[src/include/mpa_defines.svh]
// Offsets, field positions, reset values and timing counts of the monitor pin block
`ifndef MPA_DEFINES_SVH
`define MPA_DEFINES_SVH

// Register byte offsets
`define MPA_REG_CTRL      6'h00
`define MPA_REG_SLEEP     6'h04
`define MPA_REG_ERR       6'h08
`define MPA_REG_GPI_ERR   6'h0C
`define MPA_REG_GPIO_DIR  6'h10
`define MPA_REG_GPIO_OUT  6'h14
`define MPA_REG_GPIO_IN   6'h18
`define MPA_REG_GPI_MASK  6'h1C
`define MPA_REG_FAN_CFG   6'h20
`define MPA_REG_ZONE_TEMP 6'h24
`define MPA_REG_FAN_DUTY  6'h28
`define MPA_REG_ADDR      6'h2C

// Control register fields
`define MPA_CTRL_ALERT_EN 0
`define MPA_CTRL_SUMMARY  1
`define MPA_CTRL_LOCK     2

// Error status fields
`define MPA_ERR_FUSE_LSB  0
`define MPA_ERR_VRHOT_LSB 2
`define MPA_ERR_THR_LSB   4
`define MPA_ERR_SUM_MASK  8'h0F

// Reset values
`define MPA_CTRL_RST      3'h0
`define MPA_FAN_CFG_RST   8'h00
`define MPA_GPI_MASK_RST  8'hFF

// Addresses and timing
`define MPA_ADDR_PREFIX   5'h0B
`define MPA_POR_TIME_US   20
`define MPA_RAMP_TIME_US  40
`define MPA_CLK_MHZ       50

`endif

[src/include/mpa_pkg.sv]
// Types shared by the monitor pin block
package mpa_pkg;

	typedef enum logic [1:0] {
		MPA_SLP_S0      = 2'b00,
		MPA_SLP_S3      = 2'b01,
		MPA_SLP_SOFTOFF = 2'b10
	} mpa_sleep_e;

	typedef enum logic [1:0] {
		MPA_SN_IDLE  = 2'b00,
		MPA_SN_ADDR  = 2'b01,
		MPA_SN_WAIT  = 2'b10
	} mpa_sniff_e;

	typedef logic [7:0] mpa_byte_t;

endpackage

[src/include/mpa_fan_if.sv]
// Carrier between the pin block and one fan drive channel
`timescale 1ns/1ns
interface mpa_fan_if;
	logic [7:0] target;
	logic       tick;
	logic [7:0] duty;
	logic       pwm;
	modport ctrl (output target, output tick, input duty, input pwm);
	modport fan  (input target, input tick, output duty, output pwm);
endinterface

[src/verilog/mpa_top.sv]
// Monitor pin block: alert, reset pin, fuse and hot inputs, GPIO, strap, fans
`timescale 1ns/1ns
`include "mpa_defines.svh"
module mpa_top
	import mpa_pkg::*;
#(
	parameter int POR_CYCLES  = `MPA_POR_TIME_US * `MPA_CLK_MHZ,
	parameter int RAMP_CYCLES = `MPA_RAMP_TIME_US * `MPA_CLK_MHZ,
	parameter int GPIO_W      = 8
) (
	// Clock and reset
	input  wire logic              clk_i,
	input  wire logic              arst_n_i,
	// Register port
	input  wire logic [5:0]        addr_i,
	input  wire logic [31:0]       wdata_i,
	input  wire logic              wr_i,
	input  wire logic              rd_i,
	output logic      [31:0]       rdata_o,
	// Alert pin, open drain
	output logic                   limit_event_out_n_o,
	output logic                   limit_event_out_n_oe_o,
	// Reset pin, two-way
	input  wire logic              reset_pin_n_i,
	output logic                   reset_pin_n_o,
	output logic                   reset_pin_n_oe_o,
	// Monitored inputs
	input  wire logic [1:0]        fuse_monitor_in_n_i,
	input  wire logic              regulator_hot_in_1_i,
	input  wire logic              regulator_hot_in_2_i,
	// Throttle pins, open drain
	output logic [1:0]             cpu_throttle_signal_n_o,
	output logic [1:0]             cpu_throttle_signal_n_oe_o,
	// General-purpose pins
	input  wire logic [GPIO_W-1:0] gpio_i,
	output logic      [GPIO_W-1:0] gpio_o,
	output logic      [GPIO_W-1:0] gpio_oe_o,
	// SMBus observation and address strap comparators
	input  wire logic              smb_clk_i,
	input  wire logic              smb_dat_i,
	input  wire logic              address_strap_hi_i,
	input  wire logic              address_strap_lo_i,
	// Fan outputs
	output logic                   fan_drive_out_1_o,
	output logic                   fan_drive_out_2_o
);
	// Elaboration check: pin map and counters assume these ranges
	if (GPIO_W != 8 || POR_CYCLES < 1 || RAMP_CYCLES < 1) begin : g_param_chk
		$error("mpa_top: unsupported parameter values");
	end

	localparam int SW = GPIO_W + 9;

	// Strap decode to slave address
	function automatic logic [6:0] strap_addr(input logic hi, input logic lo);
		if (hi) begin
			strap_addr = {`MPA_ADDR_PREFIX, 2'b01};
		end else if (lo) begin
			strap_addr = {`MPA_ADDR_PREFIX, 2'b00};
		end else begin
			strap_addr = {`MPA_ADDR_PREFIX, 2'b10};
		end
	endfunction

	////////////////////////////////////////////////////////////////////////
	// Pin synchronisers

	logic [SW-1:0] raw_w;
	logic [SW-1:0] syn_w;
	logic          scl_s;
	logic          sda_s;
	logic          rst_pin_s;
	logic [1:0]    fuse_n_s;
	logic [1:0]    vrhot_s;
	logic          strap_hi_s;
	logic          strap_lo_s;
	logic [7:0]    gpio_s;
	logic [1:0]    warm_r;

	assign raw_w = {gpio_i, address_strap_lo_i, address_strap_hi_i,
		regulator_hot_in_2_i, regulator_hot_in_1_i, fuse_monitor_in_n_i,
		reset_pin_n_i, smb_dat_i, smb_clk_i};

	mpa_sync #(.W(SW)) u_sync (
		.clk_i    (clk_i),
		.arst_n_i (arst_n_i),
		.d_i      (raw_w),
		.q_o      (syn_w)
	);

	assign scl_s      = syn_w[0];
	assign sda_s      = syn_w[1];
	assign rst_pin_s  = syn_w[2];
	assign fuse_n_s   = syn_w[4:3];
	assign vrhot_s    = syn_w[6:5];
	assign strap_hi_s = syn_w[7];
	assign strap_lo_s = syn_w[8];
	assign gpio_s     = syn_w[SW-1:9];

	// Synchroniser reads zero for two edges after reset; active-low pins would fake events
	always_ff @(posedge clk_i or negedge arst_n_i) begin
		if (!arst_n_i) begin
			warm_r <= 2'h0;
		end else begin
			warm_r <= {warm_r[0], 1'b1};
		end
	end

	////////////////////////////////////////////////////////////////////////
	// Power-on reset pulse on the reset pin

	logic [$clog2(POR_CYCLES+1)-1:0] por_cnt_r;
	logic                            por_done_r;
	logic                            rst_arm_r;
	logic                            ext_rst;

	// Pin driven low from reset release until the count runs out
	always_ff @(posedge clk_i or negedge arst_n_i) begin
		if (!arst_n_i) begin
			por_cnt_r  <= '0;
			por_done_r <= 1'b0;
		end else if (!por_done_r) begin
			if (por_cnt_r == ($clog2(POR_CYCLES+1))'(POR_CYCLES - 1)) begin
				por_done_r <= 1'b1;
			end
			por_cnt_r <= por_cnt_r + 1'b1;
		end
	end

	// Pin outputs from flops; low level, enable in reset and while counting
	always_ff @(posedge clk_i or negedge arst_n_i) begin
		if (!arst_n_i) begin
			reset_pin_n_oe_o <= 1'b1;
			reset_pin_n_o    <= 1'b0;
		end else begin
			reset_pin_n_oe_o <= !por_done_r;
			reset_pin_n_o    <= 1'b0;
		end
	end

	// Armed once our own pulse has drained from the synchroniser
	// Limitation: a pin held low by others at power-up counts only after release
	always_ff @(posedge clk_i or negedge arst_n_i) begin
		if (!arst_n_i) begin
			rst_arm_r <= 1'b0;
		end else if (por_done_r && !reset_pin_n_oe_o && rst_pin_s) begin
			rst_arm_r <= 1'b1;
		end
	end

	// Without the arm our own low pulse would read as an external reset
	assign ext_rst = rst_arm_r && !rst_pin_s;

	////////////////////////////////////////////////////////////////////////
	// Register writes and control state

	logic        wr_ctrl;
	logic        wr_err;
	logic        wr_gerr;
	logic        alert_en_r;
	logic        lock_r;
	mpa_sleep_e  sleep_r;
	logic [7:0]  gpio_dir_r;
	logic [7:0]  gpio_out_r;
	logic [7:0]  gpi_mask_r;
	logic [7:0]  fan_cfg_r;
	logic [15:0] zone_temp_r;

	assign wr_ctrl = wr_i && addr_i == `MPA_REG_CTRL;
	assign wr_err  = wr_i && addr_i == `MPA_REG_ERR;
	assign wr_gerr = wr_i && addr_i == `MPA_REG_GPI_ERR;

	// Alert enable and lock; lock only sets from software
	always_ff @(posedge clk_i or negedge arst_n_i) begin
		if (!arst_n_i) begin
			alert_en_r <= 1'b0;
			lock_r     <= 1'b0;
		end else begin
			if (wr_ctrl) begin
				alert_en_r <= wdata_i[`MPA_CTRL_ALERT_EN];
			end
			if (ext_rst) begin
				lock_r <= 1'b0;
			end else if (wr_ctrl && wdata_i[`MPA_CTRL_LOCK]) begin
				lock_r <= 1'b1;
			end
		end
	end

	// Sleep state; external reset wins over a software write
	always_ff @(posedge clk_i or negedge arst_n_i) begin
		if (!arst_n_i) begin
			sleep_r <= MPA_SLP_S0;
		end else if (ext_rst) begin
			sleep_r <= MPA_SLP_SOFTOFF;
		end else if (wr_i && addr_i == `MPA_REG_SLEEP) begin
			case (wdata_i[1:0])
				2'b00:   sleep_r <= MPA_SLP_S0;
				2'b01:   sleep_r <= MPA_SLP_S3;
				2'b10:   sleep_r <= MPA_SLP_SOFTOFF;
				default: sleep_r <= sleep_r;
			endcase
		end
	end

	// Locked registers ignore writes, so a runaway host cannot misroute fans
	always_ff @(posedge clk_i or negedge arst_n_i) begin
		if (!arst_n_i) begin
			gpio_dir_r  <= 8'h00;
			gpio_out_r  <= 8'h00;
			gpi_mask_r  <= `MPA_GPI_MASK_RST;
			fan_cfg_r   <= `MPA_FAN_CFG_RST;
			zone_temp_r <= 16'h0000;
		end else if (wr_i) begin
			if (addr_i == `MPA_REG_GPIO_DIR && !lock_r) begin
				gpio_dir_r <= wdata_i[7:0];
			end
			if (addr_i == `MPA_REG_GPIO_OUT) begin
				gpio_out_r <= wdata_i[7:0];
			end
			if (addr_i == `MPA_REG_GPI_MASK) begin
				gpi_mask_r <= wdata_i[7:0];
			end
			if (addr_i == `MPA_REG_FAN_CFG && !lock_r) begin
				fan_cfg_r <= wdata_i[7:0];
			end
			if (addr_i == `MPA_REG_ZONE_TEMP) begin
				zone_temp_r <= wdata_i[15:0];
			end
		end
	end

	////////////////////////////////////////////////////////////////////////
	// Error events and status

	logic [7:0] err_r;
	logic [7:0] gerr_r;
	logic [7:0] err_set;
	logic [7:0] gerr_set;
	logic       evt_mask;
	logic       summary;

	// Soft-off and S3 hide fuse and GPI events while the host is down
	assign evt_mask = sleep_r != MPA_SLP_S0;
	assign err_set  = {2'b00, vrhot_s, vrhot_s,
		(evt_mask || !warm_r[1]) ? 2'b00 : ~fuse_n_s};
	assign gerr_set = evt_mask ? 8'h00 : (gpio_s & ~gpio_dir_r & ~gpi_mask_r);

	// Sticky bits, write one to clear, a same-cycle event wins
	always_ff @(posedge clk_i or negedge arst_n_i) begin
		if (!arst_n_i) begin
			err_r  <= 8'h00;
			gerr_r <= 8'h00;
		end else begin
			err_r  <= (err_r & ~(wr_err ? wdata_i[7:0] : 8'h00)) | err_set;
			gerr_r <= (gerr_r & ~(wr_gerr ? wdata_i[7:0] : 8'h00)) | gerr_set;
		end
	end

	// Throttle level bits stay out of the summary
	assign summary = |(err_r & `MPA_ERR_SUM_MASK) || |gerr_r;

	// Alert pin follows the summary one cycle on, dropping with disable
	always_ff @(posedge clk_i or negedge arst_n_i) begin
		if (!arst_n_i) begin
			limit_event_out_n_oe_o <= 1'b0;
			limit_event_out_n_o    <= 1'b0;
		end else begin
			limit_event_out_n_oe_o <= alert_en_r && summary;
			limit_event_out_n_o    <= 1'b0;
		end
	end

	////////////////////////////////////////////////////////////////////////
	// Throttle and GPIO pins

	always_ff @(posedge clk_i or negedge arst_n_i) begin
		if (!arst_n_i) begin
			cpu_throttle_signal_n_oe_o <= 2'b00;
			cpu_throttle_signal_n_o    <= 2'b00;
			gpio_oe_o                  <= 8'h00;
			gpio_o                     <= 8'h00;
		end else begin
			cpu_throttle_signal_n_oe_o <= vrhot_s;
			cpu_throttle_signal_n_o    <= 2'b00;
			gpio_oe_o                  <= gpio_dir_r;
			gpio_o                     <= gpio_out_r;
		end
	end

	////////////////////////////////////////////////////////////////////////
	// Slave address latch from the first matching address byte

	mpa_sniff_e sn_r;
	logic       scl_d_r;
	logic       sda_d_r;
	logic [3:0] bit_cnt_r;
	logic [7:0] sh_r;
	logic       addr_ok_r;
	logic [6:0] addr_r;
	logic       start_c;
	logic       stop_c;
	logic       scl_rise;

	assign start_c  = scl_s && scl_d_r && sda_d_r && !sda_s;
	assign stop_c   = scl_s && scl_d_r && !sda_d_r && sda_s;
	assign scl_rise = scl_s && !scl_d_r;

	always_ff @(posedge clk_i or negedge arst_n_i) begin
		if (!arst_n_i) begin
			scl_d_r <= 1'b1;
			sda_d_r <= 1'b1;
		end else begin
			scl_d_r <= scl_s;
			sda_d_r <= sda_s;
		end
	end

	// Address byte shifter, restarted by every start condition
	always_ff @(posedge clk_i or negedge arst_n_i) begin
		if (!arst_n_i) begin
			sn_r      <= MPA_SN_IDLE;
			bit_cnt_r <= 4'h0;
			sh_r      <= 8'h00;
		end else if (start_c) begin
			sn_r      <= MPA_SN_ADDR;
			bit_cnt_r <= 4'h0;
		end else if (stop_c) begin
			sn_r <= MPA_SN_IDLE;
		end else begin
			case (sn_r)
				MPA_SN_IDLE: sn_r <= MPA_SN_IDLE;
				MPA_SN_ADDR: begin
					if (scl_rise) begin
						sh_r      <= {sh_r[6:0], sda_s};
						bit_cnt_r <= bit_cnt_r + 4'h1;
						if (bit_cnt_r == 4'h7) begin
							sn_r <= MPA_SN_WAIT;
						end
					end
				end
				MPA_SN_WAIT: sn_r <= MPA_SN_WAIT;
				default:     sn_r <= MPA_SN_IDLE;
			endcase
		end
	end

	// Latched once per power-up and never changed again
	always_ff @(posedge clk_i or negedge arst_n_i) begin
		if (!arst_n_i) begin
			addr_ok_r <= 1'b0;
			addr_r    <= 7'h00;
		end else if (!addr_ok_r && sn_r == MPA_SN_WAIT && bit_cnt_r == 4'h8
				&& sh_r[7:3] == `MPA_ADDR_PREFIX) begin
			addr_ok_r <= 1'b1;
			addr_r    <= strap_addr(strap_hi_s, strap_lo_s);
		end
	end

	////////////////////////////////////////////////////////////////////////
	// Fan channels

	logic [$clog2(RAMP_CYCLES+1)-1:0] ramp_cnt_r;
	logic                             ramp_tick_r;
	mpa_fan_if                        fan1 ();
	mpa_fan_if                        fan2 ();

	// Slow enable paces the duty ramp
	always_ff @(posedge clk_i or negedge arst_n_i) begin
		if (!arst_n_i) begin
			ramp_cnt_r  <= '0;
			ramp_tick_r <= 1'b0;
		end else begin
			ramp_tick_r <= ramp_cnt_r == ($clog2(RAMP_CYCLES+1))'(RAMP_CYCLES - 1);
			if (ramp_cnt_r == ($clog2(RAMP_CYCLES+1))'(RAMP_CYCLES - 1)) begin
				ramp_cnt_r <= '0;
			end else begin
				ramp_cnt_r <= ramp_cnt_r + 1'b1;
			end
		end
	end

	// Hottest assigned zone sets the target; a bound hot regulator forces full
	function automatic logic [7:0] fan_target(input logic [3:0] cfg,
			input logic [15:0] temps, input logic [1:0] hot);
		logic [7:0] t;
		t = 8'h00;
		if (cfg[0] && temps[7:0] > t) begin
			t = temps[7:0];
		end
		if (cfg[1] && temps[15:8] > t) begin
			t = temps[15:8];
		end
		if ((cfg[2] && hot[0]) || (cfg[3] && hot[1])) begin
			t = 8'hFF;
		end
		fan_target = t;
	endfunction

	assign fan1.target = fan_target(fan_cfg_r[3:0], zone_temp_r, vrhot_s);
	assign fan2.target = fan_target(fan_cfg_r[7:4], zone_temp_r, vrhot_s);
	assign fan1.tick   = ramp_tick_r;
	assign fan2.tick   = ramp_tick_r;

	mpa_fan u_fan1 (
		.clk_i    (clk_i),
		.arst_n_i (arst_n_i),
		.fi       (fan1.fan)
	);

	mpa_fan u_fan2 (
		.clk_i    (clk_i),
		.arst_n_i (arst_n_i),
		.fi       (fan2.fan)
	);

	assign fan_drive_out_1_o = fan1.pwm;
	assign fan_drive_out_2_o = fan2.pwm;

	////////////////////////////////////////////////////////////////////////
	// Register reads, one cycle after the strobe, zero otherwise

	always_ff @(posedge clk_i or negedge arst_n_i) begin
		if (!arst_n_i) begin
			rdata_o <= 32'h0000_0000;
		end else if (rd_i) begin
			case (addr_i)
				`MPA_REG_CTRL:      rdata_o <= {29'h0, lock_r, summary, alert_en_r};
				`MPA_REG_SLEEP:     rdata_o <= {30'h0, sleep_r};
				`MPA_REG_ERR:       rdata_o <= {24'h0, err_r};
				`MPA_REG_GPI_ERR:   rdata_o <= {24'h0, gerr_r};
				`MPA_REG_GPIO_DIR:  rdata_o <= {24'h0, gpio_dir_r};
				`MPA_REG_GPIO_OUT:  rdata_o <= {24'h0, gpio_out_r};
				`MPA_REG_GPIO_IN:   rdata_o <= {24'h0, gpio_s};
				`MPA_REG_GPI_MASK:  rdata_o <= {24'h0, gpi_mask_r};
				`MPA_REG_FAN_CFG:   rdata_o <= {24'h0, fan_cfg_r};
				`MPA_REG_ZONE_TEMP: rdata_o <= {16'h0, zone_temp_r};
				`MPA_REG_FAN_DUTY:  rdata_o <= {16'h0, fan2.duty, fan1.duty};
				`MPA_REG_ADDR:      rdata_o <= {24'h0, addr_ok_r, addr_r};
				default:            rdata_o <= 32'h0000_0000;
			endcase
		end else begin
			rdata_o <= 32'h0000_0000;
		end
	end
endmodule

[src/verilog/mpa_sync.sv]
// Two-flop synchroniser bank for pins from outside the clock domain
`timescale 1ns/1ns
module mpa_sync #(
	parameter int W = 1
) (
	// Clock and reset
	input  wire logic         clk_i,
	input  wire logic         arst_n_i,
	// Data
	input  wire logic [W-1:0] d_i,
	output logic      [W-1:0] q_o
);
	logic [W-1:0] meta_r;

	// First stage feeds only the second
	always_ff @(posedge clk_i or negedge arst_n_i) begin
		if (!arst_n_i) begin
			meta_r <= '0;
			q_o    <= '0;
		end else begin
			meta_r <= d_i;
			q_o    <= meta_r;
		end
	end
endmodule

[src/verilog/mpa_fan.sv]
// One fan drive channel: ramped duty and pulse-width output
`timescale 1ns/1ns
module mpa_fan (
	// Clock and reset
	input  wire logic clk_i,
	input  wire logic arst_n_i,
	// Control side
	mpa_fan_if.fan    fi
);
	logic [7:0] phase_r;
	logic [7:0] duty_r;
	logic       pwm_r;

	// Duty walks one step per tick, so a hot regulator brings the fan up gently
	always_ff @(posedge clk_i or negedge arst_n_i) begin
		if (!arst_n_i) begin
			duty_r <= 8'h00;
		end else if (fi.tick) begin
			if (duty_r < fi.target) begin
				duty_r <= duty_r + 8'h01;
			end else if (duty_r > fi.target) begin
				duty_r <= duty_r - 8'h01;
			end
		end
	end

	// Free-running phase; full duty holds the output high
	always_ff @(posedge clk_i or negedge arst_n_i) begin
		if (!arst_n_i) begin
			phase_r <= 8'h00;
			pwm_r   <= 1'b0;
		end else begin
			phase_r <= phase_r + 8'h01;
			pwm_r   <= (duty_r == 8'hFF) || (phase_r < duty_r);
		end
	end

	assign fi.duty = duty_r;
	assign fi.pwm  = pwm_r;
endmodule

[config.mk]
export PLATFORM = sky130hd
export DESIGN_NAME = mpa_top
export DESIGN_NICKNAME = d
export VERILOG_FILES = /design/src/include/mpa_pkg.sv /design/src/include/mpa_fan_if.sv /design/src/verilog/mpa_top.sv /design/src/verilog/mpa_sync.sv /design/src/verilog/mpa_fan.sv
export VERILOG_INCLUDE_DIRS = /design/src /design/src/include
export SDC_FILE = /design/constraint.sdc
export NUM_CORES = 1
export LEC_CHECK = 0
export ABC_CLOCK_PERIOD_IN_PS = 10100
export BUFFER_PORTS_ARGS = -buffer_cell sky130_fd_sc_hd__buf_2
export CORE_ASPECT_RATIO = 1.25
export CORE_MARGIN = 2
export CORE_UTILIZATION = 63
export DETAILED_ROUTE_END_ITERATION = 10
export PLACE_DENSITY = 0.85
export SLEW_MARGIN = 30
export SYNTH_ARGS = -nofsm -noshare
export SYNTH_HDL_FRONTEND = slang
export SYNTH_SLANG_ARGS = --single-unit
export TNS_END_PERCENT = 100
[constraint.sdc]
create_clock -name clk_i -period 10.1 [get_ports clk_i]
set_input_delay 1.01 -clock clk_i [delete_from_list [all_inputs] [get_ports clk_i]]
set_output_delay 1.01 -clock clk_i [all_outputs]
set_load 0.1 [all_outputs]
==> flow_summary.yaml, run 1 <==
grt:
  track_usage_pct: 26.17
  grt_pass1_wl_um: 37120
  antenna_found_initial: 0
  grt_pass1_vias: 7504
  grt_max_degree: 82
  overflow: 0
clocking:
  cts_buffer_depth: 3
  cts_root_buffer: "clkbuf_16"
  cts_buffers: 22
  h-tree-depth: 1
  ctsResizeCount: 0
  clk_pin_slew_ps: 60
  clk_latency_ps: 510
  cts_hold_buf: 0
  cts_tree: "done"
  cts_setup_buffers: 0
  clock-sinks: 217
timing:
  holdWs_ps: 338.5
  setup_viol: 0
  relSlewSlack_pct: 47.88
  max_freq_mhz: 210.7
  setup_ws_ps: 5353
  slew_viol_final: 0
  period_share_pct: 47.00
  skew_ps: 14.38
  hold_violations: 0
  period_needed_ps: 4747
  setup_tns_ps: 0
  tightest_slew_ps: 779.9
  rsz0062_at_grt: "false"
worst_setup_path:
  cp_num_buf_inv: 0
  worst_setup_path_end_kind: "register"
  worst_ep_arrival_time_ps: 5130
  required_ps: 10490
  path_class: "reg -> reg"
  worst_setup_path_start_kind: "register"
  slowest_stage: "dfrtp_1"
  worstPathCellList: "nand2_1, ha_1, nor2b_1, o21a_1, o21ai_0, a21oi_1, o221a_2, mux2i_1, ha_1, nor2b_1, o211ai_1, a21boi_0, or2_2, ha_1, nor2b_1, o21ai_0, a21boi_0, o21ai_0, nor3b_1, o31ai_1"
  critPathMaxFanout: 10
  crit_family: "compound AO/OA/AOI/OAI gates"
  critPathMaxStageDelay_ps: 540
detailed_routing:
  wl_per_cell_um: 18.37
  routed_wl_um: 22430
  postRouteAntennaNets: 0
  vias_per_cell: 5.995
  dr.pass1.iters: 8
  drc: 0
  vias: 7320
  drt_iter0_drc: 617
synthesis:
  async_reset_ff_share_pct: 100.0
  yosysUniqueCellTypes: 67
  synth_edf_count: 0
  netlist_top_cells_area: "dfrtp_1 49%, ha_1 7.9%, mux2_2 6.7%, nand2_1 3.0%, dfstp_2 2.8%"
  yosysSeqAreaShare_pct: 52.09
  synth_top_area_cell: "dfrtp_1"
  netlist_instances: 900
  synth_area_per_cell_sq_um: 11.61
  ys_seq_elements: 217
  ys_warn_count: 0
  netlist_top_cells_count: "206 x dfrtp_1, 83 x nand2_1, 66 x ha_1"
  syn_area_sq_mm: 0.01045
  yosysMostFrequentCell: "dfrtp_1"
  synth-main-ff-cell: "dfrtp_1"
  synth_top_area_share_pct: 49.32
die:
  die_w_um: 119.2
  start_util_pct: 64.51
  rows: 52
  fp.dieH_um: 148
  dieArea_sq_mm: 0.01764
  core_sq_mm: 0.01620
  pin_count: 117
pwr:
  ir_worst_vdd_v: 0.0001803
  finalPower_mw: 2.182
  p_leak_nw: 5.411
  powerDensity_mw_per_mm2: 186.4
job:
  max-cap-violations: 0
place:
  numPortBuffers: 80
  dpl_cell_area_sq_mm: 0.01099
  place_hpwl_um: 15590
  dp_slack_ps: 5453
  gp_congestion: 0.9766
  dp.cells: 1181
layout:
  syn_to_final_growth_pct: 12.02
  design_area_sq_mm: 0.01171
  nets: 1116
  final_cells: 1221
  final_core_util_pct: 72.27
  antenna_cells: 0
  drive_above_1_share_pct: 21.69
min_path:
  hold_path_class: "reg -> reg"
outcome:
  status: "finished, final reports clean"
[metal layers]
metal | up-vias | wire (um) | GRT usage, % | share of wire [%]
met3 | 85 | 1370 | 4.051 | 6.1
li1 | 3373 | - | - | -
met4 | 0 | 924 | 12.20 | 4.1
met1 | 3582 | 8685 | 32.01 | 39
met5 | - | 0 | 0 | 0
met2 | 280 | 11450 | 45.63 | 51
[where the power goes]
group | leakage (nW) | switching, mW | internal (mW) | total [mW]
combinational | 2.33 | 0.255 | 0.137 | 0.391
sequential | 2.74 | 0.0632 | 0.938 | 1.00
clock | 0.343 | 0.324 | 0.466 | 0.790
[layout by cell type (no fill, tap or decap), types with 5 or more instances in the layout]
cell type and n:
a22oi_1 26, a32o_1 9, ha_1 66, mux2i_1 18, a31oi_1 5, nor2_1 47
o21ai_0 29, a221oi_1 8, buf_2 81, nand3_1 18, clkbuf_1 7, nand4_1 16
xor2_1 15, o31ai_1 7, dfrtp_1 206, conb_1 21, and4_1 5, a21o_1 5
mux2_2 62, xnor2_1 27, nand2_1 83, o21a_1 7, clkbuf_16 23, nand2b_1 19
a21boi_0 7, inv_1 37, nor2b_1 14, dfstp_2 11, a21oi_1 25, and2_1 6
[state kept, by name (all words and copies together), names as in the netlist, 10 cells and up]
register	count
u_sync.meta_r	17
u_sync.q_o	17
rdata_o	16
zone_temp_r	16
ramp_cnt_r	11
por_cnt_r	10
[kinds of logic (layout without fill, tap and decap cells)]
| group | Yosys count | after routing | synth area share (%) |
|---|---|---|---|
| AOI/OAI and AO/OA | 162 | 162 | 11.21 |
| xor gates and xnor gates | 42 | 42 | 3.520 |
| adders and majority gates | 68 | 68 | 8.284 |
| muxes | 82 | 82 | 8.691 |
| buffers and inverters | 76 | 162 | 3.663 |
| DFF | 217 | 217 | 52.09 |
| other | 2 | 21 | 0.07186 |
| and+or+nand+nor | 251 | 251 | 12.47 |
[cell type report]
type / instances / area [sq um]
fillers: 1100 / 4493
clock buffers: 33 / 643.1
clock inverters: 7 / 65.06
flip-flops and latches: 217 / 5444
repair buffers: 85 / 450.4
well taps: 216 / 270.3
inverters: 37 / 138.9
multi-input cells: 626 / 4696
[worst paths after layout]
kind / start / end / slack, ps / cells after the start
worst max-delay path: fan_cfg_r[0] / u_fan1.fi.duty[6] / 5350 / 20
worst min-delay path: u_sync.meta_r[11] / u_sync.q_o[11] / 340 / 0
worst max register to register: fan_cfg_r[0] / u_fan1.fi.duty[6] / 5350 / 20
worst min register to register: u_sync.meta_r[11] / u_sync.q_o[11] / 340 / 0
max in group asynchronous: arst_n_i / por_cnt_r[9] / 7970 / 3
min in group asynchronous: arst_n_i / u_fan2.phase_r[1] / 430 / 1
(Power assumes the default switching activity.)
==> run 2, diff against run 1 <==
--- a/config.mk
+++ b/config.mk
@@ -6,13 +6,14 @@
 export SDC_FILE = /design/constraint.sdc
 export NUM_CORES = 1
 export LEC_CHECK = 0
-export ABC_CLOCK_PERIOD_IN_PS = 10100
+export ABC_AREA = 1
+export ABC_CLOCK_PERIOD_IN_PS = 4700
 export BUFFER_PORTS_ARGS = -buffer_cell sky130_fd_sc_hd__buf_2
 export CORE_ASPECT_RATIO = 1.25
 export CORE_MARGIN = 2
-export CORE_UTILIZATION = 63
+export CORE_UTILIZATION = 59
 export DETAILED_ROUTE_END_ITERATION = 10
-export PLACE_DENSITY = 0.85
+export PLACE_DENSITY = 0.8
 export SLEW_MARGIN = 30
 export SYNTH_ARGS = -nofsm -noshare
 export SYNTH_HDL_FRONTEND = slang
==> constraint.sdc (replaced) <==
create_clock -name clk_i -period 4.7 [get_ports clk_i]
set_input_delay 0.47 -clock clk_i [delete_from_list [all_inputs] [get_ports clk_i]]
set_output_delay 0.47 -clock clk_i [all_outputs]
set_load 0.1 [all_outputs]
==> flow_summary.yaml, run 2 <==
timing:
  period_share_pct: 92.68
  slew_viol_final: 0
  setup_viol: 0
  hold_violations: 0
  skew_ps: 17.74
  setup_ws_ps: 344.0
  period_needed_ps: 4356
  tightest_slew_ps: 604.9
  relSlewSlack_pct: 59.36
  max_freq_mhz: 229.6
synthesis:
  synth_edf_count: 0
  synth_top_area_cell: "dfrtp_1"
  ys_warn_count: 0
  synth-main-ff-cell: "dfrtp_1"
  yosysSeqAreaShare_pct: 51.38
  netlist_instances: 1194
  netlist_top_cells_count: "273 x nand2_1, 206 x dfrtp_1, 131 x inv_1"
  synthAdderAreaFrac_pct: 8.172
  synth_top_family_by_area: "simple AND/OR/NAND/NOR gates"
  synth_xor_area_share_pct: 3.141
  synthSimpleGateAreaFrac_pct: 19.25
  synth_compound_area_share_pct: 10.66
  yosysMostFrequentCell: "nand2_1"
  synth_top_area_share_pct: 48.65
  synthMuxAreaShare_pct: 0.1063
  synth_area_per_cell_sq_um: 8.874
  yosysUniqueCellTypes: 38
  netlist_top_cells_area: "dfrtp_1 49%, nand2_1 9.7%, ha_1 7.8%, o21ai_0 4.8%, inv_1 4.6%"
  ys_seq_elements: 217
  async_reset_ff_share_pct: 100.0
  syn_area_sq_mm: 0.01060
worst_setup_path:
  rrSetupSlack_ps: 340
  worst_setup_path_end_kind: "register"
  worst_ep_arrival_time_ps: 4750
  rr_endpoint: "u_fan1.fi.duty[7]"
  critPathMaxStageDelay_ps: 450
  slowest_stage: "dfrtp_1"
  worst_setup_path_start_kind: "register"
  cp_common_cell: "nor2_1"
  worst-r2r-cell-count: 26
  required_ps: 5090
  critPathMaxFanout: 16
  path_class: "reg -> reg"
  r2r_start: "zone_temp_r[6]"
grt:
  antenna_found_initial: 0
  overflow: 0
  grt_pass1_vias: 8342
  grt_pass1_wl_um: 39240
  grt_max_degree: 128
  track_usage_pct: 25.98
pwr:
  finalPower_mw: 4.457
  p_leak_nw: 6.034
  powerDensity_mw_per_mm2: 371.2
  ir_worst_vdd_v: 0.0003704
clocking:
  cts_setup_buffers: 0
  cts_buffers: 22
  cts_tree: "done"
  cts_buffer_depth: 3
  clk_pin_slew_ps: 70
  clock-sinks: 217
  clk_latency_ps: 520
  h-tree-depth: 1
  cts_root_buffer: "clkbuf_16"
detailed_routing:
  drc: 0
  wl_per_cell_um: 15.86
  drt_iter0_drc: 747
  dr.pass1.iters: 6
  vias_per_cell: 5.572
  routed_wl_um: 24230
  postRouteAntennaNets: 0
  vias: 8514
layout:
  nets: 1415
  antenna_cells: 0
  reg_top3: "u_sync.meta_r (17), u_sync.q_o (17)"
  nFillCells: 1365
  layout_common_cells: "271 x nand2_1, 206 x dfrtp_1, 130 x inv_1, 113 x nor2_1, 100 x o21ai_0"
  layout_commonest_cell: "nand2_1"
  design_area_sq_mm: 0.01201
  drive_above_1_share_pct: 12.50
  final_cells: 1528
  syn_to_final_growth_pct: 13.34
  final_core_util_pct: 68.63
place:
  gp_congestion: 0.8976
  dpl_cell_area_sq_mm: 0.01115
  dp.cells: 1486
  place_hpwl_um: 16990
  dp_slack_ps: 213.9
  numPortBuffers: 80
die:
  dieArea_sq_mm: 0.01905
  start_util_pct: 60.55
  rows: 54
  die_w_um: 123.9
  fp.dieH_um: 153.8
  pin_count: 117
  core_sq_mm: 0.01750
job:
  max-cap-violations: 0
min_path:
  min_from: "gpio_i[6]"
  holdPathStages: 1
  hold_path_class: "in -> reg"
  hold-path-endpoint: "u_sync.meta_r[15]"
outcome:
  status: "finished, final reports clean"
-- run 2: cell count changes after synthesis, sizes merged, moves of 18 or more --
cell    delta
a21oi     +41
a22oi     -25
inv       +99
mux2      -63
mux2i     -18
nand2    +189
nand2b    -19
nand3     +39
nor2      +72
o21ai     +75
-- run 2: timing repair --
item | CTS | global route
setup endpoints to repair | 0 | 9
hold endpoints to repair | 0 | 36
resized for setup | 0 | 8
hold buffers | 0 | 1
-- run 2: critical path, delay by kind of cell (launching register included) --
family / cells / cell delay, ps
and+or+nand+nor: 15 / 1660
AOI/OAI and AO/OA: 6 / 950
DFF: 1 / 450
buffers and inverters: 2 / 250
adders and majority gates: 3 / 940
-- run 2: power by group --
part	switching (mW)	internal, mW	leakage [nW]
sequential	0.0832	1.97	2.69
combinational	0.393	0.108	2.95
clock	0.749	1.15	0.393
-- run 2: final cells by class --
cell class / instances / area, sq um / area share [%]
Multi-Input combinational cell: 824 / 4481 / 37.31
Inverter: 137 / 514.2 / 4.282
Timing Repair Buffer: 86 / 490.5 / 4.084
Clock buffer: 27 / 609.3 / 5.074
Clock inverter: 13 / 190.2 / 1.584
Tap cell: 224 / 280.3 / 2.334
Sequential cell: 217 / 5444 / 45.33
-- run 2: through the flow --
stage	TNS [ps]	hold slack (ps)
floorplan	0	174.4
global placement	0	331.9
detailed placement	0	334.7
CTS	0	49.85
global route	-38.80	45.75
finish	0	58.46
-- run 2: cell families (layout without fill, tap and decap cells) --
kind of cell | count (synthesis) | in the layout
adders and majority gates | 68 | 68
other | 2 | 21
and+or+nand+nor | 488 | 488
DFF | 217 | 217
muxes | 1 | 1
buffers and inverters | 172 | 263
AOI/OAI and AO/OA | 208 | 208
xor gates and xnor gates | 38 | 38
-- run 2: layer usage --
metal  track usage, %  routed length [um]
met1            32.97                9579
met4            9.848                 788
met5                0                   0
met2            44.30               12180
met3            4.228                1683
-- run 2: how the worst max path moves through the flow --
| stage | slack (ps) | cells past startpoint | end | start |
|---|---|---|---|---|
| final | 340 | 26 | u_fan1.fi.duty[7] | zone_temp_r[6] |
| after global routing | -40 | 26 | u_fan1.fi.duty[7] | zone_temp_r[3] |
| after CTS | 140 | 27 | u_fan2.fi.duty[7] | zone_temp_r[7] |
| after detailed placement | 210 | 27 | u_fan2.fi.duty[7] | zone_temp_r[4] |
| after global placement | 380 | 27 | u_fan2.fi.duty[7] | zone_temp_r[7] |
| after floorplan | 560 | 26 | u_fan1.fi.duty[7] | zone_temp_r[7] |
==> run 3, diff against run 2 <==
--- a/config.mk
+++ b/config.mk
@@ -8,7 +8,7 @@
 export LEC_CHECK = 0
 export ABC_AREA = 1
 export ABC_CLOCK_PERIOD_IN_PS = 4700
-export BUFFER_PORTS_ARGS = -buffer_cell sky130_fd_sc_hd__buf_2
+export BUFFER_PORTS_ARGS = -buffer_cell sky130_fd_sc_hd__clkbuf_2
 export CORE_ASPECT_RATIO = 1.25
 export CORE_MARGIN = 2
 export CORE_UTILIZATION = 59
==> flow_summary.yaml, run 3 (synthesized netlist as in run 2, its figures left out) <==
outcome:
  status: "finished, final reports clean"
worst_setup_path:
  rrSetupSlack_ps: 400
  path_class: "reg -> reg"
  worst_setup_path_end_kind: "register"
  rr_endpoint: "u_fan1.fi.duty[7]"
  required_ps: 5100
  worst_setup_path_start_kind: "register"
  r2r_start: "zone_temp_r[7]"
  critPathMaxFanout: 16
  crit_end: "u_fan1.fi.duty[7]"
  crit_start: "zone_temp_r[7]"
  worst-r2r-cell-count: 26
  worst_ep_arrival_time_ps: 4700
detailed_routing:
  highest_layer: "met4"
  routed-wl-met2_um: 11820
  drt_iter0_drc: 619
  dr_wl_met3_um: 1575
  vias: 8469
  drc: 0
  dr.pass1.iters: 6
  wl_per_cell_um: 15.62
  postRouteAntennaNets: 0
  vias_per_cell: 5.535
  routed_wl_um: 23890
  wl_met1_um: 9569
place:
  numPortBuffers: 80
  dp_slack_ps: 243.9
  gp_congestion: 0.9060
  dp.cells: 1486
  place_hpwl_um: 16980
clocking:
  clk_pin_slew_ps: 60
  clock-sinks: 217
  cts_buffers: 23
  clk_latency_ps: 520
  cts_buffer_depth: 3
  h-tree-depth: 1
  cts_root_buffer: "clkbuf_16"
  cts_tree: "done"
pwr:
  p_comb_share_pct: 11.3
  p_leak_nw: 6.015
  switching_share_pct: 28.02
  netSwitchingPower_mw: 1.223
  powerDensity_mw_per_mm2: 364.8
  ir_worst_vdd_v: 0.0003024
  clkPwrFrac_pct: 41.7
  cell_internal_pwr_mw: 3.142
  sequentialPowerShare_pct: 47.0
  finalPower_mw: 4.365
layout:
  layout_commonest_cell: "nand2_1"
  nets: 1416
  final_cells: 1530
  layout_common_cells: "272 x nand2_1, 206 x dfrtp_1, 130 x inv_1, 114 x nor2_1, 100 x o21ai_0"
  antenna_cells: 0
  reg_top3: "u_sync.meta_r (17), u_sync.q_o (17)"
  final_core_util_pct: 68.39
  syn_to_final_growth_pct: 12.95
  drive_above_1_share_pct: 12.33
job:
  max-cap-violations: 0
timing:
  tightest_slew_ps: 592.7
  relSlewSlack_pct: 60.35
  skew_ps: 17.82
  max_freq_mhz: 232.7
  holdWs_ps: 47.75
  period_needed_ps: 4297
  setup_viol: 0
  period_share_pct: 91.43
  slew_viol_final: 0
  setup_ws_ps: 402.9
  hold_violations: 0
grt:
  grt_max_degree: 122
  antenna_found_initial: 0
  overflow: 0
  grt_pass1_wl_um: 39160
  track_usage_pct: 25.74
  grt_pass1_vias: 8285
min_path:
  hold_path_class: "in -> reg"
  holdPathStages: 1
  min_from: "reset_pin_n_i"
die:
  core_sq_mm: 0.01750
  die_w_um: 123.9
  rows: 54
  fp.dieH_um: 153.8
  pin_count: 117
  dieArea_sq_mm: 0.01905
  start_util_pct: 60.55
-- run 3: cell types whose count changed in the layout (fill, tap and decap cells not counted), moves of 2 or more --
cell,change
buf_2,-79
clkbuf_2,+79
bufinv_16,-3
clkbuf_1,+2
clkbuf_8,+2
-- run 3: metal layers --
metal  vias up  global-route usage (%)
li1       4057                       -
met1      4011                   33.36
met2       318                   42.86
met3        83                   3.858
met4         0                   10.88
met5         -                       0
-- run 3: area by class of cell --
cell class / count / area [sq um]
Clock buffer: 32 / 669.4
Clock inverter: 10 / 101.3
Fill cell: 1377 / 5532
Inverter: 137 / 514.2
Multi-Input combinational cell: 824 / 4468
Sequential cell: 217 / 5444
Tap cell: 224 / 280.3
Timing Repair Buffer: 86 / 490.5
-- run 3: critical path, cell delays in order (launching register included) --
cell	delay, ps
dfrtp_1	430
nor2_1	130
nand3_1	90
nor3_2	210
nor2_1	130
nand2_1	110
ha_1	250
a21oi_1	130
nor2_1	50
nor2_1	90
nand3_1	80
buf_4	180
a21oi_1	130
nor2_1	60
ha_1	290
a21o_1	180
nor2_1	150
nand2_1	240
ha_2	380
a21oi_1	150
nand2_1	130
a21oi_1	200
inv_1	60
nand2_1	60
nand2_1	70
o21ai_0	140
nand2_1	60
-- run 3: worst min path at each step --
stage	slack, ps	end
finish	50	u_sync.meta_r[2]
global route	40	u_sync.meta_r[13]
CTS	30	u_sync.meta_r[13]
detailed placement	340	u_sync.q_o[16]
global placement	330	warm_r[1]
floorplan	170	addr_r[0]
-- run 3: repair_timing --
action | CTS | global route
endpoints found under the hold margin | 0 | 58
hold buffers | 0 | 1
setup buffers | 0 | 0
resized for setup | 0 | 5
endpoints found under the setup margin | 0 | 8
-- run 3: per-stage QoR --
step	area [sq um]	setup TNS, ps
after detailed placement	11150	0
after CTS	11920	0
after global placement	11150	0
after floorplan	10670	0
final	11970	0
after global routing	11970	-13.04
-- run 3: power by group through the flow --
stage | clock, mW | sequential (mW) | combinational [mW]
2_1_floorplan | 0 | 2.19 | 0.241
3_3_place_gp | 0 | 2.08 | 0.474
3_5_place_dp | 0 | 2.08 | 0.486
4_1_cts | 1.85 | 2.05 | 0.490
5_1_grt | 1.92 | 2.06 | 0.535
6_report | 1.82 | 2.05 | 0.492
